<file path="src/pcbd_regs.svh">
`ifndef PCBD_REGS_SVH
`define PCBD_REGS_SVH
////////////////////////////////////////////////////////////////////////////////
// configuration dword indexes
`define PCBD_BAR0_IDX 6'h04
`define PCBD_CIS_IDX 6'h0a
`define PCBD_SUBSYS_IDX 6'h0b
`define PCBD_ROM_IDX 6'h0c
// base address field layout
`define PCBD_IO_LOW_MASK 32'h00000003
`define PCBD_MEM_LOW_MASK 32'h0000000f
`define PCBD_IO_MAX_MASK 32'hffffff00
`define PCBD_ROM_LOW_MASK 32'h000007ff
`define PCBD_ROM_MAX_MASK 32'hff000000
`define PCBD_IO_TYPE 32'h00000001
// card info pointer field positions
`define PCBD_CIS_SPACE_MSB 2
`define PCBD_CIS_OFS_LSB 3
`define PCBD_CIS_OFS_MSB 27
`define PCBD_CIS_IMG_LSB 28
// reset values
`define PCBD_WORD_RST 32'h00000000
`define PCBD_ROM_DEC_RST 1'b0
`endif

</file>
<file path="src/pcbd_pkg.sv">
package pcbd_pkg;
  typedef logic [31:0] pcbd_word_t;
  typedef logic [5:0][31:0] pcbd_bars_t;
  // whole register state of the top module
  typedef struct packed {
    pcbd_bars_t bar_base;
    pcbd_word_t rom_base;
    logic rom_dec_on;
    pcbd_word_t rdata;
    logic rvalid;
    logic claim;
    logic [5:0] hit;
    logic rom_hit;
  } pcbd_state_s;
endpackage

</file>
<file path="src/pcbd_slot.sv">
`timescale 1ns/1ns
`include "pcbd_regs.svh"
module pcbd_slot import pcbd_pkg::*; #(
  parameter logic [31:0] shape = 32'h00000000,
  parameter bit fixed_on = 1'b0,
  parameter logic [31:0] fixed_value = 32'h00000000,
  parameter bit is_rom = 1'b0
) (
  input wire pcbd_word_t base,
  input wire pcbd_word_t addr_in,
  input wire logic io_cycle,
  input wire logic mem_cycle,
  input wire logic io_space_on,
  input wire logic mem_space_on,
  input wire logic decode_on,
  output pcbd_word_t wr_mask,
  output pcbd_word_t read_value,
  output logic match
);
  localparam bit IMPL = shape != 32'h00000000;
  localparam bit IS_IO = !is_rom && shape[0];
  localparam logic [31:0] LOW = is_rom ? `PCBD_ROM_LOW_MASK :
    (IS_IO ? `PCBD_IO_LOW_MASK : `PCBD_MEM_LOW_MASK);
  localparam logic [31:0] MASK = shape & ~LOW;
  localparam logic [31:0] INV = ~MASK;
  localparam logic [31:0] TYPE = is_rom ? 32'h00000000 :
    (IS_IO ? `PCBD_IO_TYPE : (shape & `PCBD_MEM_LOW_MASK));

  ////////////////////////////////////////////////////////////////////////////
  // refuse shapes the decoder cannot serve
  if (IMPL && (MASK == 32'h00000000 || (INV & (INV + 32'h00000001)) != 0)) begin : g_c1
    $error("base shape must be ones from bit 31 down without gaps");
  end
  if (IMPL && IS_IO && (MASK & `PCBD_IO_MAX_MASK) != `PCBD_IO_MAX_MASK) begin : g_c2
    $error("io window above 256 bytes");
  end
  if (IMPL && IS_IO && shape[1]) begin : g_c3
    $error("io shape bit 1 must be zero");
  end
  if (IMPL && is_rom && (MASK & `PCBD_ROM_MAX_MASK) != `PCBD_ROM_MAX_MASK) begin : g_c4
    $error("rom window above 16 mbytes");
  end

  ////////////////////////////////////////////////////////////////////////////
  // writable mask, readback and address compare
  pcbd_word_t base_used;
  assign base_used = fixed_on ? fixed_value : base;
  assign wr_mask = (IMPL && !fixed_on) ? MASK : 32'h00000000;
  assign read_value = IMPL ? ((base_used & MASK) | TYPE) : 32'h00000000;
  assign match = IMPL && decode_on && (IS_IO ? io_cycle : mem_cycle) &&
    (fixed_on || (IS_IO ? io_space_on : mem_space_on)) &&
    ((addr_in & MASK) == (base_used & MASK));
endmodule

</file>
<file path="src/pcbd_top.sv">
`timescale 1ns/1ns
`include "pcbd_regs.svh"
module pcbd_top import pcbd_pkg::*; #(
  parameter int bar_count = 6,
  parameter pcbd_bars_t bar_shape = {
    32'h00000000,
    32'h00000000,
    32'h00000000,
    32'h00000000,
    32'hffffffc1,
    32'hffc00008
  },
  parameter logic [5:0] fixed_base_on = 6'h00,
  parameter pcbd_bars_t fixed_base_value = {6{32'h00000000}},
  parameter bit card_info_ptr_on = 1'b0,
  parameter logic [31:0] card_info_ptr_value = 32'h00000000,
  // arbitrary value
  parameter logic [15:0] card_maker_param = 16'h5a3c,
  // arbitrary value
  parameter logic [15:0] card_model_param = 16'h3c5a,
  parameter bit rom_on = 1'b0,
  parameter logic [31:0] rom_shape = 32'hfff00000,
  parameter bit rom_fixed_on = 1'b0,
  parameter logic [31:0] rom_fixed_value = 32'h00000000
) (
  input wire logic clock,
  input wire logic rst_n,
  input wire logic cfg_wr,
  input wire logic cfg_rd,
  input wire logic [5:0] cfg_dw_index,
  input wire logic [3:0] cfg_be,
  input wire pcbd_word_t cfg_wdata,
  output pcbd_word_t cfg_rdata,
  output logic cfg_rvalid,
  output logic cfg_claim,
  input wire logic addr_valid,
  input wire pcbd_word_t addr_in,
  input wire logic io_cycle,
  input wire logic mem_cycle,
  input wire logic io_space_on,
  input wire logic mem_space_on,
  output logic [5:0] bar_hit,
  output logic exp_rom_hit
);
  ////////////////////////////////////////////////////////////////////////////
  // build checks
  if (bar_count < 1 || bar_count > 6) begin : g_cnt
    $error("bar_count must be 1 to 6");
  end
  if (rom_fixed_on && !rom_on) begin : g_romfix
    $error("fixed rom base needs rom_on");
  end

  ////////////////////////////////////////////////////////////////////////////
  // card info pointer fields
  localparam logic [2:0] CIS_SPACE = card_info_ptr_value[`PCBD_CIS_SPACE_MSB:0];
  localparam logic [24:0] CIS_OFS =
    card_info_ptr_value[`PCBD_CIS_OFS_MSB:`PCBD_CIS_OFS_LSB];
  localparam logic [3:0] rom_image_bits = card_info_ptr_value[31:`PCBD_CIS_IMG_LSB];
  localparam logic [31:0] CIS_WORD = card_info_ptr_on ?
    {rom_image_bits, CIS_OFS, CIS_SPACE} : 32'h00000000;
  localparam logic [15:0] card_maker_code = card_maker_param;
  localparam logic [15:0] card_model_code = card_model_param;
  localparam pcbd_state_s ST_RST = '{
    bar_base: {6{`PCBD_WORD_RST}},
    rom_base: `PCBD_WORD_RST,
    rom_dec_on: `PCBD_ROM_DEC_RST,
    rdata: `PCBD_WORD_RST,
    rvalid: 1'b0,
    claim: 1'b0,
    hit: 6'h00,
    rom_hit: 1'b0
  };

  pcbd_state_s st;
  pcbd_state_s next_st;
  pcbd_bars_t bar_mask;
  pcbd_bars_t bar_read;
  logic [5:0] slot_match;
  pcbd_word_t rom_mask;
  pcbd_word_t rom_read;
  logic rom_match;
  pcbd_word_t lane;
  pcbd_word_t read_word;
  logic read_known;

  ////////////////////////////////////////////////////////////////////////////
  // one decoder slot per base address register
  for (genvar g = 0; g < 6; g++) begin : g_bar
    localparam logic [31:0] SHAPE = (g < bar_count) ? bar_shape[g] : 32'h00000000;
    pcbd_slot #(
      .shape(SHAPE),
      .fixed_on(fixed_base_on[g]),
      .fixed_value(fixed_base_value[g]),
      .is_rom(1'b0)
    ) u_slot (
      .base(st.bar_base[g]),
      .addr_in(addr_in),
      .io_cycle(io_cycle),
      .mem_cycle(mem_cycle),
      .io_space_on(io_space_on),
      .mem_space_on(mem_space_on),
      .decode_on(1'b1),
      .wr_mask(bar_mask[g]),
      .read_value(bar_read[g]),
      .match(slot_match[g])
    );
  end

  // expansion rom slot, absent unless rom_on
  pcbd_slot #(
    .shape(rom_on ? rom_shape : 32'h00000000),
    .fixed_on(rom_fixed_on),
    .fixed_value(rom_fixed_value),
    .is_rom(1'b1)
  ) u_rom (
    .base(st.rom_base),
    .addr_in(addr_in),
    .io_cycle(io_cycle),
    .mem_cycle(mem_cycle),
    .io_space_on(io_space_on),
    .mem_space_on(mem_space_on),
    .decode_on(st.rom_dec_on),
    .wr_mask(rom_mask),
    .read_value(rom_read),
    .match(rom_match)
  );

  ////////////////////////////////////////////////////////////////////////////
  // byte lanes of a configuration write
  always_comb begin
    lane = {{8{cfg_be[3]}}, {8{cfg_be[2]}}, {8{cfg_be[1]}}, {8{cfg_be[0]}}};
  end

  // configuration read multiplexer
  always_comb begin
    read_word = 32'h00000000;
    read_known = 1'b1;
    case (cfg_dw_index)
      `PCBD_CIS_IDX: begin
        read_word = CIS_WORD;
      end
      `PCBD_SUBSYS_IDX: begin
        read_word = {card_model_code, card_maker_code};
      end
      `PCBD_ROM_IDX: begin
        if (rom_on) begin
          read_word = rom_read | {31'h00000000, st.rom_dec_on};
        end
      end
      default: begin
        read_known = 1'b0;
        for (int i = 0; i < 6; i++) begin
          if (cfg_dw_index == `PCBD_BAR0_IDX + 6'(i)) begin
            read_word = bar_read[i];
            read_known = 1'b1;
          end
        end
      end
    endcase
  end

  // next state: writes, read answer and hit capture
  always_comb begin
    next_st = st;
    next_st.rvalid = 1'b0;
    next_st.claim = 1'b0;
    next_st.hit = 6'h00;
    next_st.rom_hit = 1'b0;
    if (cfg_wr) begin
      for (int i = 0; i < 6; i++) begin
        if (cfg_dw_index == `PCBD_BAR0_IDX + 6'(i)) begin
          next_st.bar_base[i] = (st.bar_base[i] & ~(lane & bar_mask[i])) |
            (cfg_wdata & lane & bar_mask[i]);
        end
      end
      if (rom_on && cfg_dw_index == `PCBD_ROM_IDX) begin
        next_st.rom_base = (st.rom_base & ~(lane & rom_mask)) |
          (cfg_wdata & lane & rom_mask);
        if (cfg_be[0]) begin
          next_st.rom_dec_on = cfg_wdata[0];
        end
      end
    end
    if (cfg_rd) begin
      next_st.rvalid = 1'b1;
      next_st.claim = read_known;
      next_st.rdata = read_word;
    end
    if (addr_valid) begin
      next_st.hit = slot_match;
      next_st.rom_hit = rom_match;
    end
  end

  // state register
  always_ff @(posedge clock or negedge rst_n) begin
    if (!rst_n) begin
      st <= ST_RST;
    end else begin
      st <= next_st;
    end
  end

  // outputs straight from the state register
  assign cfg_rdata = st.rdata;
  assign cfg_rvalid = st.rvalid;
  assign cfg_claim = st.claim;
  assign bar_hit = st.hit;
  assign exp_rom_hit = st.rom_hit;

  // writable rom base bits as the shape gives them
  localparam logic [31:0] ROM_MASK = rom_shape & ~`PCBD_ROM_LOW_MASK;

  for (genvar g = 0; g < 6; g++) begin : g_chk
    localparam logic [5:0] IDX = `PCBD_BAR0_IDX + 6'(g);
    localparam logic [31:0] SHAPE = (g < bar_count) ? bar_shape[g] : 32'h00000000;
    localparam logic [31:0] LOW = SHAPE[0] ? `PCBD_IO_LOW_MASK : `PCBD_MEM_LOW_MASK;
    localparam logic [31:0] TYPE = SHAPE[0] ? `PCBD_IO_TYPE : (SHAPE & LOW);
    localparam logic [31:0] FIXED_RD =
      (fixed_base_value[g] & SHAPE & ~LOW) | TYPE;
    localparam logic [31:0] MASK = SHAPE & ~LOW;

  end
endmodule

</file>
<file path="config.mk">
export PLATFORM = sky130hd
export DESIGN_NAME = pcbd_top
export DESIGN_NICKNAME = d
export VERILOG_FILES = /design/src/pcbd_pkg.sv /design/src/pcbd_slot.sv /design/src/pcbd_top.sv
export VERILOG_INCLUDE_DIRS = /design/src
export SDC_FILE = /design/constraint.sdc
export NUM_CORES = 1
export LEC_CHECK = 0
export BUFFER_PORTS_ARGS = -buffer_cell sky130_fd_sc_hd__buf_2
export CAP_MARGIN = 20
export CORE_MARGIN = 1
export CORE_UTILIZATION = 44
export DETAILED_ROUTE_END_ITERATION = 8
export PLACE_DENSITY = 0.76
export SYNTH_ARGS = -nofsm -noshare
export SYNTH_HDL_FRONTEND = slang
export SYNTH_SLANG_ARGS = --single-unit
</file>
<file path="constraint.sdc">
create_clock -name clock -period 1.45 [get_ports clock]
set_input_delay 0.29 -clock clock [delete_from_list [all_inputs] [get_ports clock]]
set_output_delay 0.29 -clock clock [all_outputs]
set_load 0.01 [all_outputs]
</file>
==> metrics.md, run 1 <==
| Metric | Value |
|---|---|
| Status | finished, violations left |
| Failing checks | negative setup slack |
| First-pass GRT wire length | 12.0 mm |
| Post-DR wirelength/cell | 16.0 microns |
| Row Count | 30 |
| Fin. Hold Viols | 0 |
| Fin crit period | 1.59 ns |
| Final critical-path share of the clock period | 1.10 |
| GPL Wtd Cong | 0.833 |
| CP endpoint kind | flip-flop |
| Nets@finish | 467 |
| Final setup viols | 1 |
| VDD IR max | 0.000541 V |
| Worst-path clk slew | 0.08 ns |
| CP Cell Sequence | xnor2_1, nand4_1, or4_4, nor4_4 |
| Buf+Inv Stages, Crit Path | 0 |
| Crit path depth | 4 |
| Fin. max-slew vios | 0 |
| DR vias | 2451 |
| Synthesized cell area | 3220 sq um |
| CTS Sinks | 69 |
| Setup_tns | -0.139 ns |
| Delay-heaviest family, CP | simple AND/OR/NAND/NOR gates |
| First DRT Iteration DRCs | 90 |
| Post-synthesis sequential area ratio | 0.536 |
| Clock power share | 0.392 |
| I/O pin count | 124 |
| Clock buffer depth | 2 |
| Ys async rst share | 1.00 |
| Cell count of the worst reg-to-reg path | 4 |
| Met3 usage | 0.0613 |
| Vias per cell | 5.05 |
| Data arrival, critical path | 1.83 ns |
| Power Internal | 3.36 mW |
| Final worst slack | -0.139 ns |
| Flop2flop setup slack | -0.14 ns |
| Area Growth Syn to Fin | 36.8% |
| Port buffer count | 105 |
| Largest net degree at the start of global routing | 70 |
| EDFF count, synth | 0 |
| Number of global-route vias before repair | 2360 |
| Sw power | 1.11 mW |
| Core Area | 6940 sq um |
| RSZ-0062 raised after global routing | true |
| Worst Path Max Fanout | 2 |
| Die area | 7660 sq um |
| M1 GR Usage | 0.290 |
| R2R Path End | bar_hit[0] |
| CP Data Required Time | 1.69 ns |
| Critical path type | flip-flop to flip-flop |
| Synthesis warning total | 0 |
| DRT Wirelength | 7.74 mm |
| CTS root buffer | clkbuf_8 |
| Synth area leader | dfrtp_1 |
| Ys flop type | dfrtp_1 |
| Avg Cell Area, Syn | 13.2 sq um |
| GRT overflow | 0 |
| Clk_lat worst skew | 0.34 ns |
| Share of the synthesized area in the top cell type | 0.536 |
| Clk_skew | 0.00785 ns |
| PD cells | 1010 nW/um^2 |
| Hold path cells | 2 |
| CTS tree | built |
| Largest cells by area after synthesis | dfrtp_1, mux2_2, xor2_1, xnor2_1, a22o_1 |
| Die Wd | 87.5 microns |
| Synth unique cells | 33 |
| GRT Max-Usage Layer | met2 |
| H-tree levels | 3 |
| Ant diodes | 0 |
| #FFs+latches synth | 69 |
| Initial antenna violation count | 0 |
| Hold Path Class | input pin to flip-flop |
| Starting Density | 0.464 |
| Pre-CTS setup slack | -0.190 ns |
| CTS Buf Count | 9 |
| Hold Crit Start | cfg_wdata[11] |
| Final core utilization | 0.634 |
| Slowest CP cell | or4_4 |
| CP startpoint kind | flip-flop |
| Max-cap violation count | 0 |
| Syn Inst Count | 244 |
| Grt met2 use | 0.323 |
| Fmax | 630 MHz |
| Drc violations | 0 |
| Height of the die | 87.5 microns |
| Leakage | 2.31 nW |
| Biggest cell delay along the critical path | 0.59 ns |
| Final HPWL from detailed placement | 5.70 mm |
| Power Total | 4.47 mW |
| Gr usage total | 0.213 |
| Comb pwr share | 0.136 |
| Net Sw Frac | 0.248 |
| Share of post-route cells with drive strength above 1 | 0.540 |
| First-pass iteration count of the detailed router | 4 |
| Hold slack | 0.174 ns |
| DRT antenna net count | 0 |
| Reg power frac | 0.472 |
[metal layers]
layer	share of wire	vias to the layer above
li1	-	1165
met1	0.44	1177
met2	0.47	95
met3	0.060	14
met4	0.022	0
met5	0	-
[worst register-to-register path: stages (launching register included)]
cell and delay, ns:
dfrtp_1 0.41, xnor2_1 0.21, nand4_1 0.15, or4_4 0.59, nor4_4 0.14
[placed cells by master, fill, tap and decap left out, drive strengths merged, types with 2 or more instances in the layout]
cell type / n
xor2: 25
a221o: 7
o22a: 6
conb: 6
o2bb2ai: 5
clkbuf: 11
mux2: 41
a22o: 9
clkinvlp: 2
nor4: 8
mux2i: 5
nand2: 9
nor3: 2
bufinv: 2
nor2: 10
dfrtp: 69
a21o: 2
nand4: 5
buf: 139
xnor2: 11
nand3: 4
[stage by stage]
| step | area (sq um) | instances |
|---|---|---|
| global route | 4410 | 485 |
| CTS | 4370 | 485 |
| floorplan | 3240 | 249 |
| global placement | 4100 | 466 |
| detailed placement | 4100 | 466 |
| finish | 4410 | 485 |
[cell type report]
cell class                      count  area [sq um]
Multi-Input combinational cell    163          1460
Timing Repair Buffer              140           866
Fill cell                         553          2540
Clock inverter                      5          83.8
Inverter                            1          3.75
Tap cell                           96           120
Clock buffer                       11           141
Sequential cell                    69          1730
[repair_timing]
action                                  4_1_cts  5_1_grt
endpoints found under the hold margin        69        0
pin swaps                                    15        8
resized for setup                             3        5
gates cloned                                  0        0
hold buffers                                  1        0
endpoints found under the setup margin        2        2
buffers inserted                              2        0
[cell usage after synthesis, types with 2 or more instances]
cell type	number
a21o_1	2
nand3_1	4
mux2_2	41
a22o_1	9
xor2_1	25
o2bb2ai_1	5
buf_2	4
mux2i_1	5
o22a_1	6
nand2_1	8
dfrtp_1	69
xnor2_1	11
nor2_1	6
buf_4	8
nor2_2	4
a221o_1	7
nor4_1	7
clkbuf_1	4
nand4_1	5
[power by group through the flow]
stage	combinational (mW)	sequential [mW]	clock [mW]
5_1_grt	0.669	2.12	1.87
3_3_place_gp	0.564	2.14	0
6_report	0.607	2.11	1.75
3_5_place_dp	0.578	2.15	0
2_1_floorplan	0.276	2.14	0
4_1_cts	0.598	2.11	1.78
[logic make-up (layout without fill, tap and decap cells)]
family,after synthesis,in the layout,synth area share
flops,69,69,0.536
mux,46,46,0.159
buf+inv,17,157,0.0307
other cells,1,6,0.00116
xor+xnor,36,36,0.0979
compound gates,32,32,0.0890
simple gates,43,43,0.0859
[how the worst max path moves through the flow]
stage | start | to | slack [ns]
after floorplan | cfg_dw_index[1] | flip-flop | 0.0005
after global placement | cfg_dw_index[1] | flip-flop | -0.16
after detailed placement | cfg_dw_index[1] | flip-flop | -0.19
after CTS | flip-flop | bar_hit[0] | -0.11
after global routing | flip-flop | bar_hit[0] | -0.19
final | flip-flop | bar_hit[0] | -0.14
(Power assumes the default switching activity.)
==> run 2: changes to the inputs <==
==> constraint.sdc (replaced) <==
create_clock -name clock -period 1.45 [get_ports clock]
set_input_delay 0.435 -clock clock [delete_from_list [all_inputs] [get_ports clock]]
set_output_delay 0.435 -clock clock [all_outputs]
set_load 0.01 [all_outputs]
==> run 2 against run 1 <==
The run still ends with negative setup slack left. Total power shrank 4.6%. Maximum frequency grew 5.1%. Setup slack gained 0.078 ns. Hold slack lost 0.091 ns. Global-route usage grew 1.5 points. Sequential share of layout area shrank 0.43 points. Critical path depth is the same. Flip-flop and latch count is the same. Via count grew 2.1%. Wire length grew 2.9%. Sequential power is essentially flat. Design area grew 1.1%. Largest cell class unchanged. Largest power group unchanged. Highest routed layer unchanged.
==> metrics.md, run 2 (same netlist as run 1, synthesis figures left out) <==
| Metric | Value |
|---|---|
| Clk_skew | 0.00701 ns (-0.000842 ns) |
| Final setup viols | 2 (+1) |
| Number of global-route vias before repair | 2582 (+9.4%) |
| GRT overflow | 0 (unchanged) |
| VDD IR max | 0.000558 V (+3.2%) |
| Largest net degree at the start of global routing | 70 (unchanged) |
| Initial antenna violation count | 0 (unchanged) |
| PD cells | 957 nW/um^2 (-5.6%) |
| Worst Path Max Fanout | 2 (unchanged) |
| Max-cap violation count | 0 (unchanged) |
| Gr usage total | 0.228 (+0.0146) |
| RSZ-0062 raised after global routing | true |
| Most common cell after layout, fill and taps aside | buf_2 |
| First-pass iteration count of the detailed router | 4 (unchanged) |
| Fin. Hold Viols | 0 (unchanged) |
| Core Area | 6940 sq um (unchanged) |
| Final critical-path share of the clock period | 1.04 (-0.0535) |
| Die area | 7660 sq um (unchanged) |
| Nets@finish | 476 (+1.9%) |
| Share of post-route cells with drive strength above 1 | 0.557 (+0.0168) |
| Failing checks | negative setup slack |
| Status | finished, violations left |
| Final HPWL from detailed placement | 5.93 mm (+3.9%) |
| Area Growth Syn to Fin | 38.4% |
| Starting Density | 0.464 (unchanged) |
| CTS root buffer | clkbuf_8 |
| CTS Sinks | 69 (unchanged) |
| R2R Path End | bar_hit[0] |
| Hold Path Class | input pin to async pin |
| Fin. max-slew vios | 0 (unchanged) |
| Critical path type | flip-flop to flip-flop |
| Ant diodes | 0 (unchanged) |
| Cell count of the worst reg-to-reg path | 4 (unchanged) |
| Fmax | 662 MHz (+5.1%) |
| Leakage | 2.35 nW (+1.8%) |
| Data arrival, critical path | 1.76 ns (-0.07 ns) |
| GPL Wtd Cong | 0.783 (-6.0%) |
| Row Count | 30 (unchanged) |
| H-tree levels | 3 (unchanged) |
| DRT antenna net count | 0 (unchanged) |
| Height of the die | 87.5 microns (unchanged) |
| CTS tree | built |
| Vias per cell | 5.08 (+0.42%) |
| First-pass GRT wire length | 12.8 mm (+6.6%) |
| Drc violations | 0 (unchanged) |
| CP Data Required Time | 1.70 ns (about the same) |
| Post-DR wirelength/cell | 16.2 microns (+1.2%) |
| First DRT Iteration DRCs | 87 (-3.3%) |
| Worst-path clk slew | 0.08 ns (about the same) |
| I/O pin count | 124 (unchanged) |
| CP startpoint kind | flip-flop |
| Clk_lat worst skew | 0.34 ns (about the same) |
| Most frequent cells in the layout | buf_2, dfrtp_1, mux2_2, buf_4, xor2_1 |
| Port buffer count | 105 (unchanged) |
| Pre-CTS setup slack | -0.277 ns (-0.0873 ns) |
| Fillcell total | 550 (-0.54%) |
| CTS Buf Count | 9 (unchanged) |
| CP endpoint kind | flip-flop |
| Final core utilization | 0.641 (+0.00703) |
| Fin crit period | 1.51 ns (-0.0776 ns) |
| Final worst slack | -0.0609 ns (+0.0776 ns) |
| Clock buffer depth | 2 (unchanged) |
| Flop2flop setup slack | -0.06 ns (+0.08 ns) |
| DRT Wirelength | 7.97 mm (+2.9%) |
| Cts hold-fix bufs | 0 (-1) |
| DR vias | 2502 (+2.1%) |
| Die Wd | 87.5 microns (unchanged) |
[run 2: how the worst max path moves through the flow]
stage | slack [ns] | startpoint | cells after the start | end
after detailed placement | -0.28 | cfg_dw_index[1] | 5 | flip-flop
after CTS | -0.0005 | flip-flop | 4 | bar_hit[0]
after floorplan | -0.11 | cfg_dw_index[1] | 4 | flip-flop
after global routing | -0.12 | flip-flop | 4 | bar_hit[0]
final | -0.06 | flip-flop | 4 | bar_hit[0]
after global placement | -0.29 | cfg_dw_index[1] | 5 | flip-flop
[run 2: cell type report]
| type | instances | area [sq um] | area share |
|---|---|---|---|
| inverters | 1 | 3.75 | 0.000843 |
| flip-flops and latches | 69 | 1730 | 0.388 |
| multi-input cells | 163 | 1470 | 0.330 |
| clock buffers | 9 | 124 | 0.0278 |
| well taps | 96 | 120 | 0.0270 |
| clock inverters | 6 | 65.1 | 0.0146 |
| repair buffers | 149 | 943 | 0.212 |
[run 2: what timing repair did]
item / CTS / global route
resized for setup: 6 / 3
pin swaps: 14 / 4
setup buffers: 5 / 0
endpoints found under the setup margin: 2 / 2
[run 2: stage by stage]
| step | total power [mW] | TNS (ns) | instance area, sq um | cells | hold WS [ns] |
|---|---|---|---|---|---|
| floorplan | 2.42 | -3.57 | 3240 | 249 | 0.139 |
| global placement | 2.72 | -11.99 | 4170 | 473 | 0.459 |
| detailed placement | 2.75 | -12.02 | 4170 | 473 | 0.466 |
| CTS | 4.29 | -0.000515 | 4430 | 493 | 0.106 |
| global route | 4.45 | -0.209 | 4450 | 493 | 0.126 |
| finish | 4.26 | -0.0838 | 4450 | 493 | 0.0830 |
[run 2: critical path, stage by stage, from the launching register on]
cell and delay [ns]:
dfrtp_1 0.42, xnor2_2 0.15, nand4_1 0.13, or4_4 0.58, nor4_4 0.14
[run 2: where the power goes]
| part | internal (mW) | total [mW] | switching, mW |
|---|---|---|---|
| Sequential | 2.02 | 2.11 | 0.0812 |
| Clock | 0.784 | 1.52 | 0.732 |
| Combinational | 0.341 | 0.643 | 0.302 |
| Total | 3.15 | 4.26 | 1.11 |
[run 2: per-layer routing]
metal / track usage / vias to the layer above / wire length [microns]
met5: 0 / - / 0
met4: 0.0954 / 0 / 170
met3: 0.0556 / 12 / 411
met2: 0.363 / 88 / 3990
met1: 0.298 / 1217 / 3390
li1: - / 1185 / -
